[config.mk]
export PLATFORM = sky130hd
export DESIGN_NAME = bridge_hdr_regs
export DESIGN_NICKNAME = d
export VERILOG_FILES = /design/src/rtl/bridge_hdr_pkg.sv /design/src/rtl/io_window_match.sv /design/src/rtl/bridge_hdr_regs.sv
export SDC_FILE = /design/constraint.sdc
export NUM_CORES = 1
export LEC_CHECK = 0
export ABC_AREA = 1
export BUFFER_PORTS_ARGS = -buffer_cell sky130_fd_sc_hd__buf_2
export CAP_MARGIN = 10
export CORE_MARGIN = 2
export CORE_UTILIZATION = 37
export CTS_BUF_LIST = sky130_fd_sc_hd__clkbuf_4
export CTS_CLUSTER_SIZE = 20
export DETAILED_ROUTE_END_ITERATION = 10
export PLACE_DENSITY = 0.62
export RECOVER_POWER = 50
export SLEW_MARGIN = 20
export SYNTH_ARGS = -nofsm -noshare
export SYNTH_HDL_FRONTEND = slang
export SYNTH_HIERARCHICAL = 1
export SYNTH_SLANG_ARGS = --single-unit
export TNS_END_PERCENT = 30
[constraint.sdc]
create_clock -name pclk -period 2.29 [get_ports pclk]
set_clock_uncertainty 0.1 [all_clocks]
set_input_delay 0.229 -clock pclk [delete_from_list [all_inputs] [get_ports pclk]]
set_output_delay 0.229 -clock pclk [all_outputs]
set_load 0.03 [all_outputs]
[src/rtl/bridge_hdr_pkg.sv]
/*
 * Constants for the bridge header register bank: register indices,
 * field positions, reset and fixed values.
 * Assumes an APB slave with 32-bit data, one register per word.
 */
package bridge_hdr_pkg;

    localparam int unsigned APB_AW  = 8;
    localparam int unsigned APB_DW  = 32;
    localparam int unsigned IO_AW   = 32;

    // register index; byte address is four times the index
    localparam logic [7:0] IDX_HEADER_TYPE  = 8'h0E;
    localparam logic [7:0] IDX_SELF_TEST    = 8'h0F;
    localparam logic [7:0] IDX_BASE_ADDR_0  = 8'h10;
    localparam logic [7:0] IDX_BASE_ADDR_1  = 8'h14;
    localparam logic [7:0] IDX_PRIMARY_BUS  = 8'h18;
    localparam logic [7:0] IDX_SECOND_BUS   = 8'h19;
    localparam logic [7:0] IDX_SUBORD_BUS   = 8'h1A;
    localparam logic [7:0] IDX_SEC_LATENCY  = 8'h1B;
    localparam logic [7:0] IDX_IO_BASE      = 8'h1C;
    localparam logic [7:0] IDX_IO_LIMIT     = 8'h1D;
    localparam logic [7:0] IDX_SEC_STATUS   = 8'h1E;

    localparam logic [7:0]  HEADER_TYPE_VAL = 8'h01;
    localparam logic [7:0]  SELF_TEST_VAL   = 8'h00;
    localparam logic [31:0] BASE_ADDR_VAL   = 32'h0000_0000;
    localparam logic [7:0]  SEC_LATENCY_VAL = 8'h00;
    localparam logic [7:0]  BUS_NUM_RST     = 8'h00;

    localparam logic        IO_WIDTH_16     = 1'b0;
    localparam logic        IO_WIDTH_32     = 1'b1;
    localparam logic        IO_CAP_RST      = IO_WIDTH_32;
    localparam logic [3:0]  IO_BASE_RST     = 4'hF;
    localparam logic [3:0]  IO_LIMIT_RST    = 4'h0;
    localparam logic [11:0] IO_LOW_ZEROS    = 12'h000;
    localparam logic [11:0] IO_LOW_ONES     = 12'hFFF;

    localparam int unsigned IO_CAP_BIT      = 0;
    localparam int unsigned IO_FIELD_LSB    = 4;
    localparam int unsigned IO_FIELD_MSB    = 7;
    localparam int unsigned STS_MDP_BIT     = 8;
    localparam int unsigned STS_SYS_ERR_BIT = 14;
    localparam int unsigned STS_PAR_ERR_BIT = 15;
    localparam int unsigned LANE0           = 0;
    localparam int unsigned LANE1           = 1;

    function automatic logic [APB_AW-1:0] reg_addr
    (
        input logic [7:0] idx
    );
        return {idx[5:0], 2'b00};
    endfunction : reg_addr

endpackage : bridge_hdr_pkg

[src/rtl/io_window_match.sv]
/*
 * I/O forwarding window compare: base and limit fields give
 * address bits 15:12, low twelve bits are zeros and ones.
 * Assumes upper halves come from the port when 32-bit I/O is on.
 */
`timescale 1ns/10ps
`default_nettype none
module io_window_match
    import bridge_hdr_pkg::*;
(
    input  wire logic [IO_AW-1:0] addr,
    input  wire logic [3:0]       win_low,
    input  wire logic [3:0]       win_high,
    input  wire logic             width_cap,
    input  wire logic [15:0]      upper_low,
    input  wire logic [15:0]      upper_high,
    output logic                  hit
);
    logic [IO_AW-1:0] lo_addr;
    logic [IO_AW-1:0] hi_addr;
    logic [15:0]      up_lo;
    logic [15:0]      up_hi;

    always_comb
    begin
        // 16-bit mode: the upper half of the window is zero
        up_lo = (width_cap == IO_WIDTH_32) ? upper_low : 16'h0000;
        up_hi = (width_cap == IO_WIDTH_32) ? upper_high : 16'h0000;
        lo_addr = {up_lo, win_low, IO_LOW_ZEROS};
        hi_addr = {up_hi, win_high, IO_LOW_ONES};
        hit = (addr >= lo_addr) && (addr <= hi_addr); // RULE_12
    end

endmodule : io_window_match
`default_nettype wire

[src/rtl/bridge_hdr_regs.sv]
/*
 * Bridge header register bank (header type through secondary status)
 * as an APB slave, with the I/O forwarding window decision.
 * Assumes enables and error events come from port logic on pclk.
 */
// How it works
// RULE_01: header type reads fixed 0x01, a single-function type 1 layout.
// RULE_02: self-test byte is read-only and shows no self-test support.
// RULE_03: both base address registers read zero and ignore writes.
// RULE_04: primary bus number is 8-bit read-write, resets to zero.
// RULE_05: secondary bus number is 8-bit read-write, resets to zero.
// RULE_06: subordinate bus number is 8-bit read-write, resets to zero.
// RULE_07: secondary latency timer byte reads zero.
// RULE_08: I/O base bit 0 holds width capability, reset 1 (32-bit).
// RULE_09: I/O limit bit 0 always mirrors the width capability bit.
// RULE_10: I/O base bits 7:4, reset 0xF, give window low address 15:12.
// RULE_11: I/O limit bits 7:4, reset 0, give high address, low bits ones.
// RULE_12: I/O requests are forwarded when inside the base-limit window.
// RULE_13: status bit 8 sets on poisoned secondary traffic with parity on.
// RULE_14: status bits 9 to 13 read zero.
// RULE_15: status bit 14 sets on error message only with system error on.
// RULE_16: status bit 15 sets on any poisoned TLP on the secondary side.
// RULE_17: upstream port also sets bit 15 on internal parity error.
// RULE_18: writing one clears a status bit; zero keeps; reserved reads 0.
// RULE_19: writes to read-only fields are ignored.
`timescale 1ns/10ps
`default_nettype none
module bridge_hdr_regs
    import bridge_hdr_pkg::*;
#(
    parameter bit IS_UPSTREAM = 1'b1
)
(
    input  wire logic              pclk,
    input  wire logic              presetn,
    input  wire logic              psel,
    input  wire logic              penable,
    input  wire logic              pwrite,
    input  wire logic [APB_AW-1:0] paddr,
    input  wire logic [APB_DW-1:0] pwdata,
    input  wire logic [3:0]        pstrb,
    output logic [APB_DW-1:0]      prdata,
    output logic                   pready,
    output logic                   pslverr,
    input  wire logic              parity_response_enable,
    input  wire logic              system_error_enable,
    input  wire logic              sec_poisoned_cpl_rx,
    input  wire logic              sec_poisoned_wr_tx,
    input  wire logic              sec_err_msg_rx,
    input  wire logic              sec_poisoned_tlp_rx,
    input  wire logic              switch_parity_err,
    input  wire logic              io_req_valid,
    input  wire logic [IO_AW-1:0]  io_req_addr,
    input  wire logic [15:0]       io_upper_low,
    input  wire logic [15:0]       io_upper_high,
    output logic                   io_fwd_valid,
    output logic                   io_fwd_hit,
    output logic [7:0]             primary_bus_num,
    output logic [7:0]             secondary_bus_num,
    output logic [7:0]             subordinate_bus_num,
    output logic                   io_width_capability
);

    typedef struct packed {
        logic [APB_DW-1:0] rdata;
        logic              slverr;
        logic [7:0]        pbus;
        logic [7:0]        sbus;
        logic [7:0]        subbus;
        logic              io_cap;
        logic [3:0]        io_low;
        logic [3:0]        io_high;
        logic              mdp;
        logic              sys_err;
        logic              par_err;
        logic              fwd_valid;
        logic              fwd_hit;
    } state_t;

    state_t st_r;
    state_t st_nxt;

    logic setup_rd;
    logic wr_acc;
    logic win_hit;
    logic set_mdp;
    logic set_sys_err;
    logic set_par_err;
    logic clr_mdp;
    logic clr_sys_err;
    logic clr_par_err;
    logic wr_status;

    // true when the address hits one of the bank's words
    function automatic logic is_mapped
    (
        input logic [APB_AW-1:0] a
    );
        return (a == reg_addr(IDX_HEADER_TYPE)) ||
               (a == reg_addr(IDX_SELF_TEST))   ||
               (a == reg_addr(IDX_BASE_ADDR_0)) ||
               (a == reg_addr(IDX_BASE_ADDR_1)) ||
               (a == reg_addr(IDX_PRIMARY_BUS)) ||
               (a == reg_addr(IDX_SECOND_BUS))  ||
               (a == reg_addr(IDX_SUBORD_BUS))  ||
               (a == reg_addr(IDX_SEC_LATENCY)) ||
               (a == reg_addr(IDX_IO_BASE))     ||
               (a == reg_addr(IDX_IO_LIMIT))    ||
               (a == reg_addr(IDX_SEC_STATUS));
    endfunction : is_mapped

    // byte write to one register word on lane 0
    function automatic logic wr_byte
    (
        input logic              acc,
        input logic [APB_AW-1:0] a,
        input logic [7:0]        idx,
        input logic [3:0]        strb
    );
        return acc && (a == reg_addr(idx)) && strb[LANE0];
    endfunction : wr_byte

    function automatic logic [APB_DW-1:0] read_word
    (
        input logic [APB_AW-1:0] a,
        input state_t            s
    );
        logic [APB_DW-1:0] d;
        d = '0; // RULE_14
        unique case (a)
            reg_addr(IDX_HEADER_TYPE):
                d[7:0] = HEADER_TYPE_VAL; // RULE_01
            reg_addr(IDX_SELF_TEST):
                d[7:0] = SELF_TEST_VAL; // RULE_02
            reg_addr(IDX_BASE_ADDR_0):
                d = BASE_ADDR_VAL; // RULE_03
            reg_addr(IDX_BASE_ADDR_1):
                d = BASE_ADDR_VAL; // RULE_03
            reg_addr(IDX_PRIMARY_BUS):
                d[7:0] = s.pbus;
            reg_addr(IDX_SECOND_BUS):
                d[7:0] = s.sbus;
            reg_addr(IDX_SUBORD_BUS):
                d[7:0] = s.subbus;
            reg_addr(IDX_SEC_LATENCY):
                d[7:0] = SEC_LATENCY_VAL; // RULE_07
            reg_addr(IDX_IO_BASE):
            begin
                d[IO_CAP_BIT] = s.io_cap;
                d[IO_FIELD_MSB:IO_FIELD_LSB] = s.io_low;
            end
            reg_addr(IDX_IO_LIMIT):
            begin
                d[IO_CAP_BIT] = s.io_cap; // RULE_09
                d[IO_FIELD_MSB:IO_FIELD_LSB] = s.io_high;
            end
            reg_addr(IDX_SEC_STATUS):
            begin
                // bits 13:9 and 7:0 stay zero
                d[STS_MDP_BIT] = s.mdp; // RULE_13
                d[STS_SYS_ERR_BIT] = s.sys_err;
                d[STS_PAR_ERR_BIT] = s.par_err;
            end
            default:
                d = '0;
        endcase
        return d;
    endfunction : read_word

    io_window_match u_io_window
    (
        .addr       (io_req_addr),
        .win_low    (st_r.io_low),
        .win_high   (st_r.io_high),
        .width_cap  (st_r.io_cap),
        .upper_low  (io_upper_low),
        .upper_high (io_upper_high),
        .hit        (win_hit)
    );

    // zero-wait slave: read data is captured in the setup cycle
    assign pready   = 1'b1;
    assign setup_rd = psel && !penable;
    assign wr_acc   = psel && penable && pwrite && pready;

    assign wr_status = wr_acc && (paddr == reg_addr(IDX_SEC_STATUS)) &&
                       pstrb[LANE1];

    assign set_mdp = parity_response_enable &&
                     (sec_poisoned_cpl_rx || sec_poisoned_wr_tx); // RULE_13
    assign set_sys_err = system_error_enable && sec_err_msg_rx; // RULE_15
    assign set_par_err = sec_poisoned_tlp_rx || // RULE_16
                         (IS_UPSTREAM && switch_parity_err); // RULE_17

    assign clr_mdp = wr_status && pwdata[STS_MDP_BIT]; // RULE_18
    assign clr_sys_err = wr_status && pwdata[STS_SYS_ERR_BIT]; // RULE_18
    assign clr_par_err = wr_status && pwdata[STS_PAR_ERR_BIT]; // RULE_18

    always_comb
    begin
        st_nxt = st_r;
        if (setup_rd)
        begin
            st_nxt.rdata  = pwrite ? '0 : read_word(paddr, st_r);
            st_nxt.slverr = !is_mapped(paddr);
        end
        // read-only words fall through with no effect
        if (wr_byte(wr_acc, paddr, IDX_PRIMARY_BUS, pstrb)) // RULE_19
        begin
            st_nxt.pbus = pwdata[7:0]; // RULE_04
        end
        if (wr_byte(wr_acc, paddr, IDX_SECOND_BUS, pstrb))
        begin
            st_nxt.sbus = pwdata[7:0]; // RULE_05
        end
        if (wr_byte(wr_acc, paddr, IDX_SUBORD_BUS, pstrb))
        begin
            st_nxt.subbus = pwdata[7:0]; // RULE_06
        end
        if (wr_byte(wr_acc, paddr, IDX_IO_BASE, pstrb))
        begin
            st_nxt.io_cap = pwdata[IO_CAP_BIT]; // RULE_08
            st_nxt.io_low = pwdata[IO_FIELD_MSB:IO_FIELD_LSB]; // RULE_10
        end
        if (wr_byte(wr_acc, paddr, IDX_IO_LIMIT, pstrb))
        begin
            st_nxt.io_high = pwdata[IO_FIELD_MSB:IO_FIELD_LSB]; // RULE_11
        end
        // a new event wins over a clear in the same cycle
        st_nxt.mdp = (st_r.mdp && !clr_mdp) || set_mdp; // RULE_13
        st_nxt.sys_err = (st_r.sys_err && !clr_sys_err) ||
                         set_sys_err; // RULE_15
        st_nxt.par_err = (st_r.par_err && !clr_par_err) ||
                         set_par_err; // RULE_16
        st_nxt.fwd_valid = io_req_valid;
        st_nxt.fwd_hit   = io_req_valid && win_hit; // RULE_12
    end

    always_ff @(posedge pclk or negedge presetn)
    begin
        if (!presetn)
        begin
            st_r         <= '0;
            st_r.pbus    <= BUS_NUM_RST;
            st_r.sbus    <= BUS_NUM_RST;
            st_r.subbus  <= BUS_NUM_RST;
            st_r.io_cap  <= IO_CAP_RST;
            st_r.io_low  <= IO_BASE_RST;
            st_r.io_high <= IO_LIMIT_RST;
        end
        else
        begin
            st_r <= st_nxt;
        end
    end

    assign prdata              = st_r.rdata;
    assign pslverr             = st_r.slverr && psel && penable;
    assign io_fwd_valid        = st_r.fwd_valid;
    assign io_fwd_hit          = st_r.fwd_hit;
    assign primary_bus_num     = st_r.pbus;
    assign secondary_bus_num   = st_r.sbus;
    assign subordinate_bus_num = st_r.subbus;
    assign io_width_capability = st_r.io_cap;

    logic acc_rd;
    assign acc_rd = psel && penable && !pwrite;
endmodule : bridge_hdr_regs
`default_nettype wire

[Yosys cells after proc, flatten, opt, wreduce, memory -nomap -nowiden]
Cells that the tools add are included.
Word-level totals
  bits of input ports: 121
  output and inout port bits: 61
  word-level logic and storage cells: 82
  register bits: 71
Operators by class
  reduce and logical (&&, ||, !) cells: 48
  eq/ne operators: 11
  muxes and demuxes: 8
  $lt $le $gt $ge: 2
Operators by type and width (number)
  8-bit by 7-bit equality test with 1-bit output, second input constant: 9
  16-bit two-way mux: 3
  32-bit >= comparator: 1
  32-bit <= comparator: 1
  1-bit logical AND: 27
  4-bit case mux with 5 select lines: 1
  8-bit by 6-bit equality test with 1-bit output, second input constant: 2
  1-bit logical OR: 15
  3-bit case mux with 3 select lines: 1
  1-bit zero test: 5
  1-bit case mux with 5 select lines: 1
  2-bit two-way mux: 1
  2-bit OR reduction: 1
  1-bit two-way mux: 1

[Logic depth before layout (Yosys ltp)]
  word-level depth: 12
  depth in mapped cells: 16
  gate-level depth less buffers: 15

[Modules after synthesis]
Netlist, hierarchy kept.
Modules (own cells, without submodules)
  bridge_hdr_regs: instances 1, cells each 371, seq. area each 1257.5 um2, area an instance 2961.6 um2
  io_window_match: instances 1, cells each 223, seq. area each 0.0 um2, area an instance 1261.2 um2

[Worst setup path before layout]
Ideal clock, no wire load.
  path type: flip-flop to flip-flop
  start: register st_r (netlist bit io_width_capability)
  end: register st_r (netlist bit io_fwd_hit)
  setup slack: 0.088 ns
  stages on the path, launching flop included: 15
  setup time: 0.113 ns
  clock period less this slack: 2.202 ns
  arrival time: 1.989 ns
  cell sequence: dfstp_2 -> clkbuf_1 -> nand2_1 -> ha_1 -> nand2_2 -> nor2_4 -> nand2_2 -> nor2_2 -> nand2_1 -> nand3_1 -> nand2_1 -> nand2_1 -> inv_1 -> nand2_1 -> inv_1
RTL lines
  start, declared: line bridge_hdr_regs.sv:80  | state_t st_r;
  start signal, assigned: line bridge_hdr_regs.sv:253  | st_r <= st_nxt;

==> summary.txt <==
Commonest non-fill, non-tap cell in the layout: nand2_1
Total Power: 1.83 mW
Most frequent cells in the layout: nand2_1 (199), buf_2 (130), inv_1 (71)
Synth Register Bits: 50
Fmax: 473 MHz
Met1 usage: 20.7%
RSZ-0062 raised after global routing: no
Max_cap viols: 1
CP delay by family, top: simple AND/OR/NAND/NOR gates
Routability Congestion: 0.844
Worst Path Buf+Inv: 4
Lkg Pwr: 2.72 nW
Met2 GRT Util: 28.1%
Std-Cell Rows: 39
Ys flop type: dfrtp_1
First-pass GRT wire length: 16.7 mm
Full die area: 12300 um^2
Latest clock arrival within the worst-skew pair: 0.37 ns
Min-Delay Endpoint: st_r[4]
Clk slew on worst S/H paths: 0.15 ns
GR Util All Layers: 16.0%
Fin Setup TNS: 0 ns
Grt ovf: 0
PostCTS Resize Cnt: 0
Clk buf depth: 2
CTS sink cnt: 50
PD cells: 369 nW/um^2
Post-DP HPWL: 8.08 mm
Minimum clock period: 2.11 ns
Post-layout util: 43.9%
CP Max Fanout: 16
Startpoint Class: flip-flop
I/O Pins: 182
Post-synth EDFFs: 0
Wire per inst: 11.5 um
Vias in the first global route: 3713
Top cells by area, synth: dfrtp_1 (27%), nand2_1 (18%), ha_1 (12%), buf_4 (10%), inv_1 (6.2%)
DRC Markers: 0
Average size of a mapped cell: 7.11 um^2
Setup-failing EPs final: 0
H-tree depth: 2
Worst rel slew slack: -3.31%
WHS Path Cells: 3
Initial Util: 37.5%
Largest net degree at the start of global routing: 34
Crit end category: flip-flop
Hold path start: sec_poisoned_cpl_rx
Area grow syn2layout: 17.1%
Die width: 111 um
Most used cell, CP: nand2_1
Iter 0 DRT Violations: 155
GR Util met3: 2.57%
FF-to-FF path depth: 14
Status: complete, but fails checks
Fin. max-slew vios: 28
Die H: 111 um
Worst EP arrival: 2.34 ns
Initial antenna violation count: 0
Fin. Hold Viols: 0
DRT Pass-1 Iters: 6
Clock root cell: clkbuf_4
Mapped Area: 4220 um^2
Critical Path RT: 2.52 ns
R2R setup slack: 0.18 ns
Routed WL: 9.86 mm
Asr flop ratio synth: 100%
Antenna Cells: 0
Hold Crit Class: primary input to flip-flop
R2R Path Start: io_width_capability
Register area share after synthesis: 29.8%
Yosys Warn Count: 6
Critical path class: flip-flop to flip-flop
End of the worst register-to-register path: io_fwd_hit
Failing checks: capacitance limit, slew limit
Worst vdd ir: 0.262 mV
Yosys top cell by area: dfrtp_1
Grt peak-use layer: met2
Final period util: 92.3%
Nets@finish: 871
CP max stage cell: dfstp_2
Num CTS Buffers: 5
Post-Syn Instances: 594
CTS tree: done
Yosys cell types: 37
Placeable Area: 11300 um^2
Critical path cell sequence: buf_12 > clkbuf_16 > nand2_1 > ha_1 > nand2_1 > nor2_1 > nand2_1 > nor2_2 > nand2_1 > nand4_2 > nand2_1 > inv_1 > nand2_1 > inv_1
Synth top area share: 26.7%
Worst path max stage delay: 0.60 ns
Via/cell ratio: 4.51
Worst-Margin Slew: 1.55 ns
PortBufs: 136
Vias: 3854
Share of cells above drive strength 1: 24.9%
DRT antenna net count: 0
[power by group]
group | internal, mW | leakage [nW] | total (mW) | switching, mW
logic | 0.152 | 2.06 | 0.394 | 0.242
registers | 0.895 | 0.613 | 0.902 | 0.00748
clock network | 0.256 | 0.0463 | 0.530 | 0.275
total | 1.30 | 2.72 | 1.83 | 0.524
[synth_stat cells, types with 2 or more instances]
library cell and instances:
nor3_1 3, nor2_8 2, nand2_1 197, ha_1 40, a21oi_2 2, inv_2 3, inv_1 70, a21o_1 2
o21ai_0 22, nor2_1 37, conb_1 2, nand4_1 5, clkbuf_1 4, a21oi_1 19, nand2_2 7, o21ai_1 2
dfstp_2 5, o21a_1 5, dfrtp_1 45, nor2_4 5, o21ai_2 5, buf_4 59, nand3_1 33, nor2_2 7
[worst register-to-register path: stages (launching register included)]
cell	delay, ns
dfstp_2	0.60
buf_12	0.12
clkbuf_16	0.15
nand2_1	0.06
ha_1	0.28
nand2_1	0.07
nor2_1	0.17
nand2_1	0.10
nor2_2	0.11
nand2_1	0.07
nand4_2	0.08
nand2_1	0.05
inv_1	0.04
nand2_1	0.04
inv_1	0.04
[cell families after synthesis]
kind of cell | count (synthesis) | share of synthesized area [%]
and+or+nand+nor | 302 | 31.8
AOI/OAI and AO/OA | 59 | 8.15
DFF | 50 | 29.8
other | 2 | 0.178
buffers and inverters | 141 | 18.3
adders and majority gates | 40 | 11.9
[flip-flops by register name, summed over array words and instances (netlist names)]
| signal | count |
|---|---|
| io_fwd_hit | 1 |
| io_fwd_valid | 1 |
| io_width_capability | 1 |
| prdata | 11 |
| primary_bus_num | 8 |
| secondary_bus_num | 8 |
| st_r | 12 |
| subordinate_bus_num | 8 |
[worst max path at each step]
stage | from | end | slack (ns) | cells past startpoint
2_1_floorplan | io_width_capability | io_fwd_hit | 0.09 | 14
3_3_place_gp | io_width_capability | io_fwd_hit | 0.22 | 14
3_5_place_dp | io_width_capability | io_fwd_hit | 0.17 | 14
4_1_cts | io_width_capability | io_fwd_hit | 0.17 | 14
5_1_grt | io_width_capability | io_fwd_hit | 0.04 | 14
6_report | io_width_capability | io_fwd_hit | 0.18 | 14
[timing repair]
item                       in CTS  in global routing
buffers inserted                0                  1
hold buffers                   14                  0
setup endpoints to repair       0                  1
hold endpoints to repair       37                  0
[final cells by class]
type / count / area (um^2)
clock inverter: 1 / 30.0
fill: 1170 / 6330
tap: 143 / 179
sequential: 50 / 1260
timing repair buffer: 155 / 906
inverter: 75 / 283
clock buffer: 7 / 52.6
multi-input combinational: 423 / 2240
[metal layers]
metal	routed length [um]	vias up
li1	-	2022
met1	4580	1726
met2	4770	95
met3	398	11
met4	109	0
met5	0	-
[per-stage QoR]
stage	worst slack, ns	hold WS (ns)	instance area [um^2]	std cells
2_1_floorplan	0.0881	-0.167	4300	614
3_3_place_gp	0.219	0.186	4720	830
3_5_place_dp	0.174	0.193	4720	830
4_1_cts	0.172	0.00401	4940	852
5_1_grt	0.0352	0.0150	4940	854
6_report	0.175	0.0159	4940	854
No activity file was read; power rests on OpenSTA's default activity.
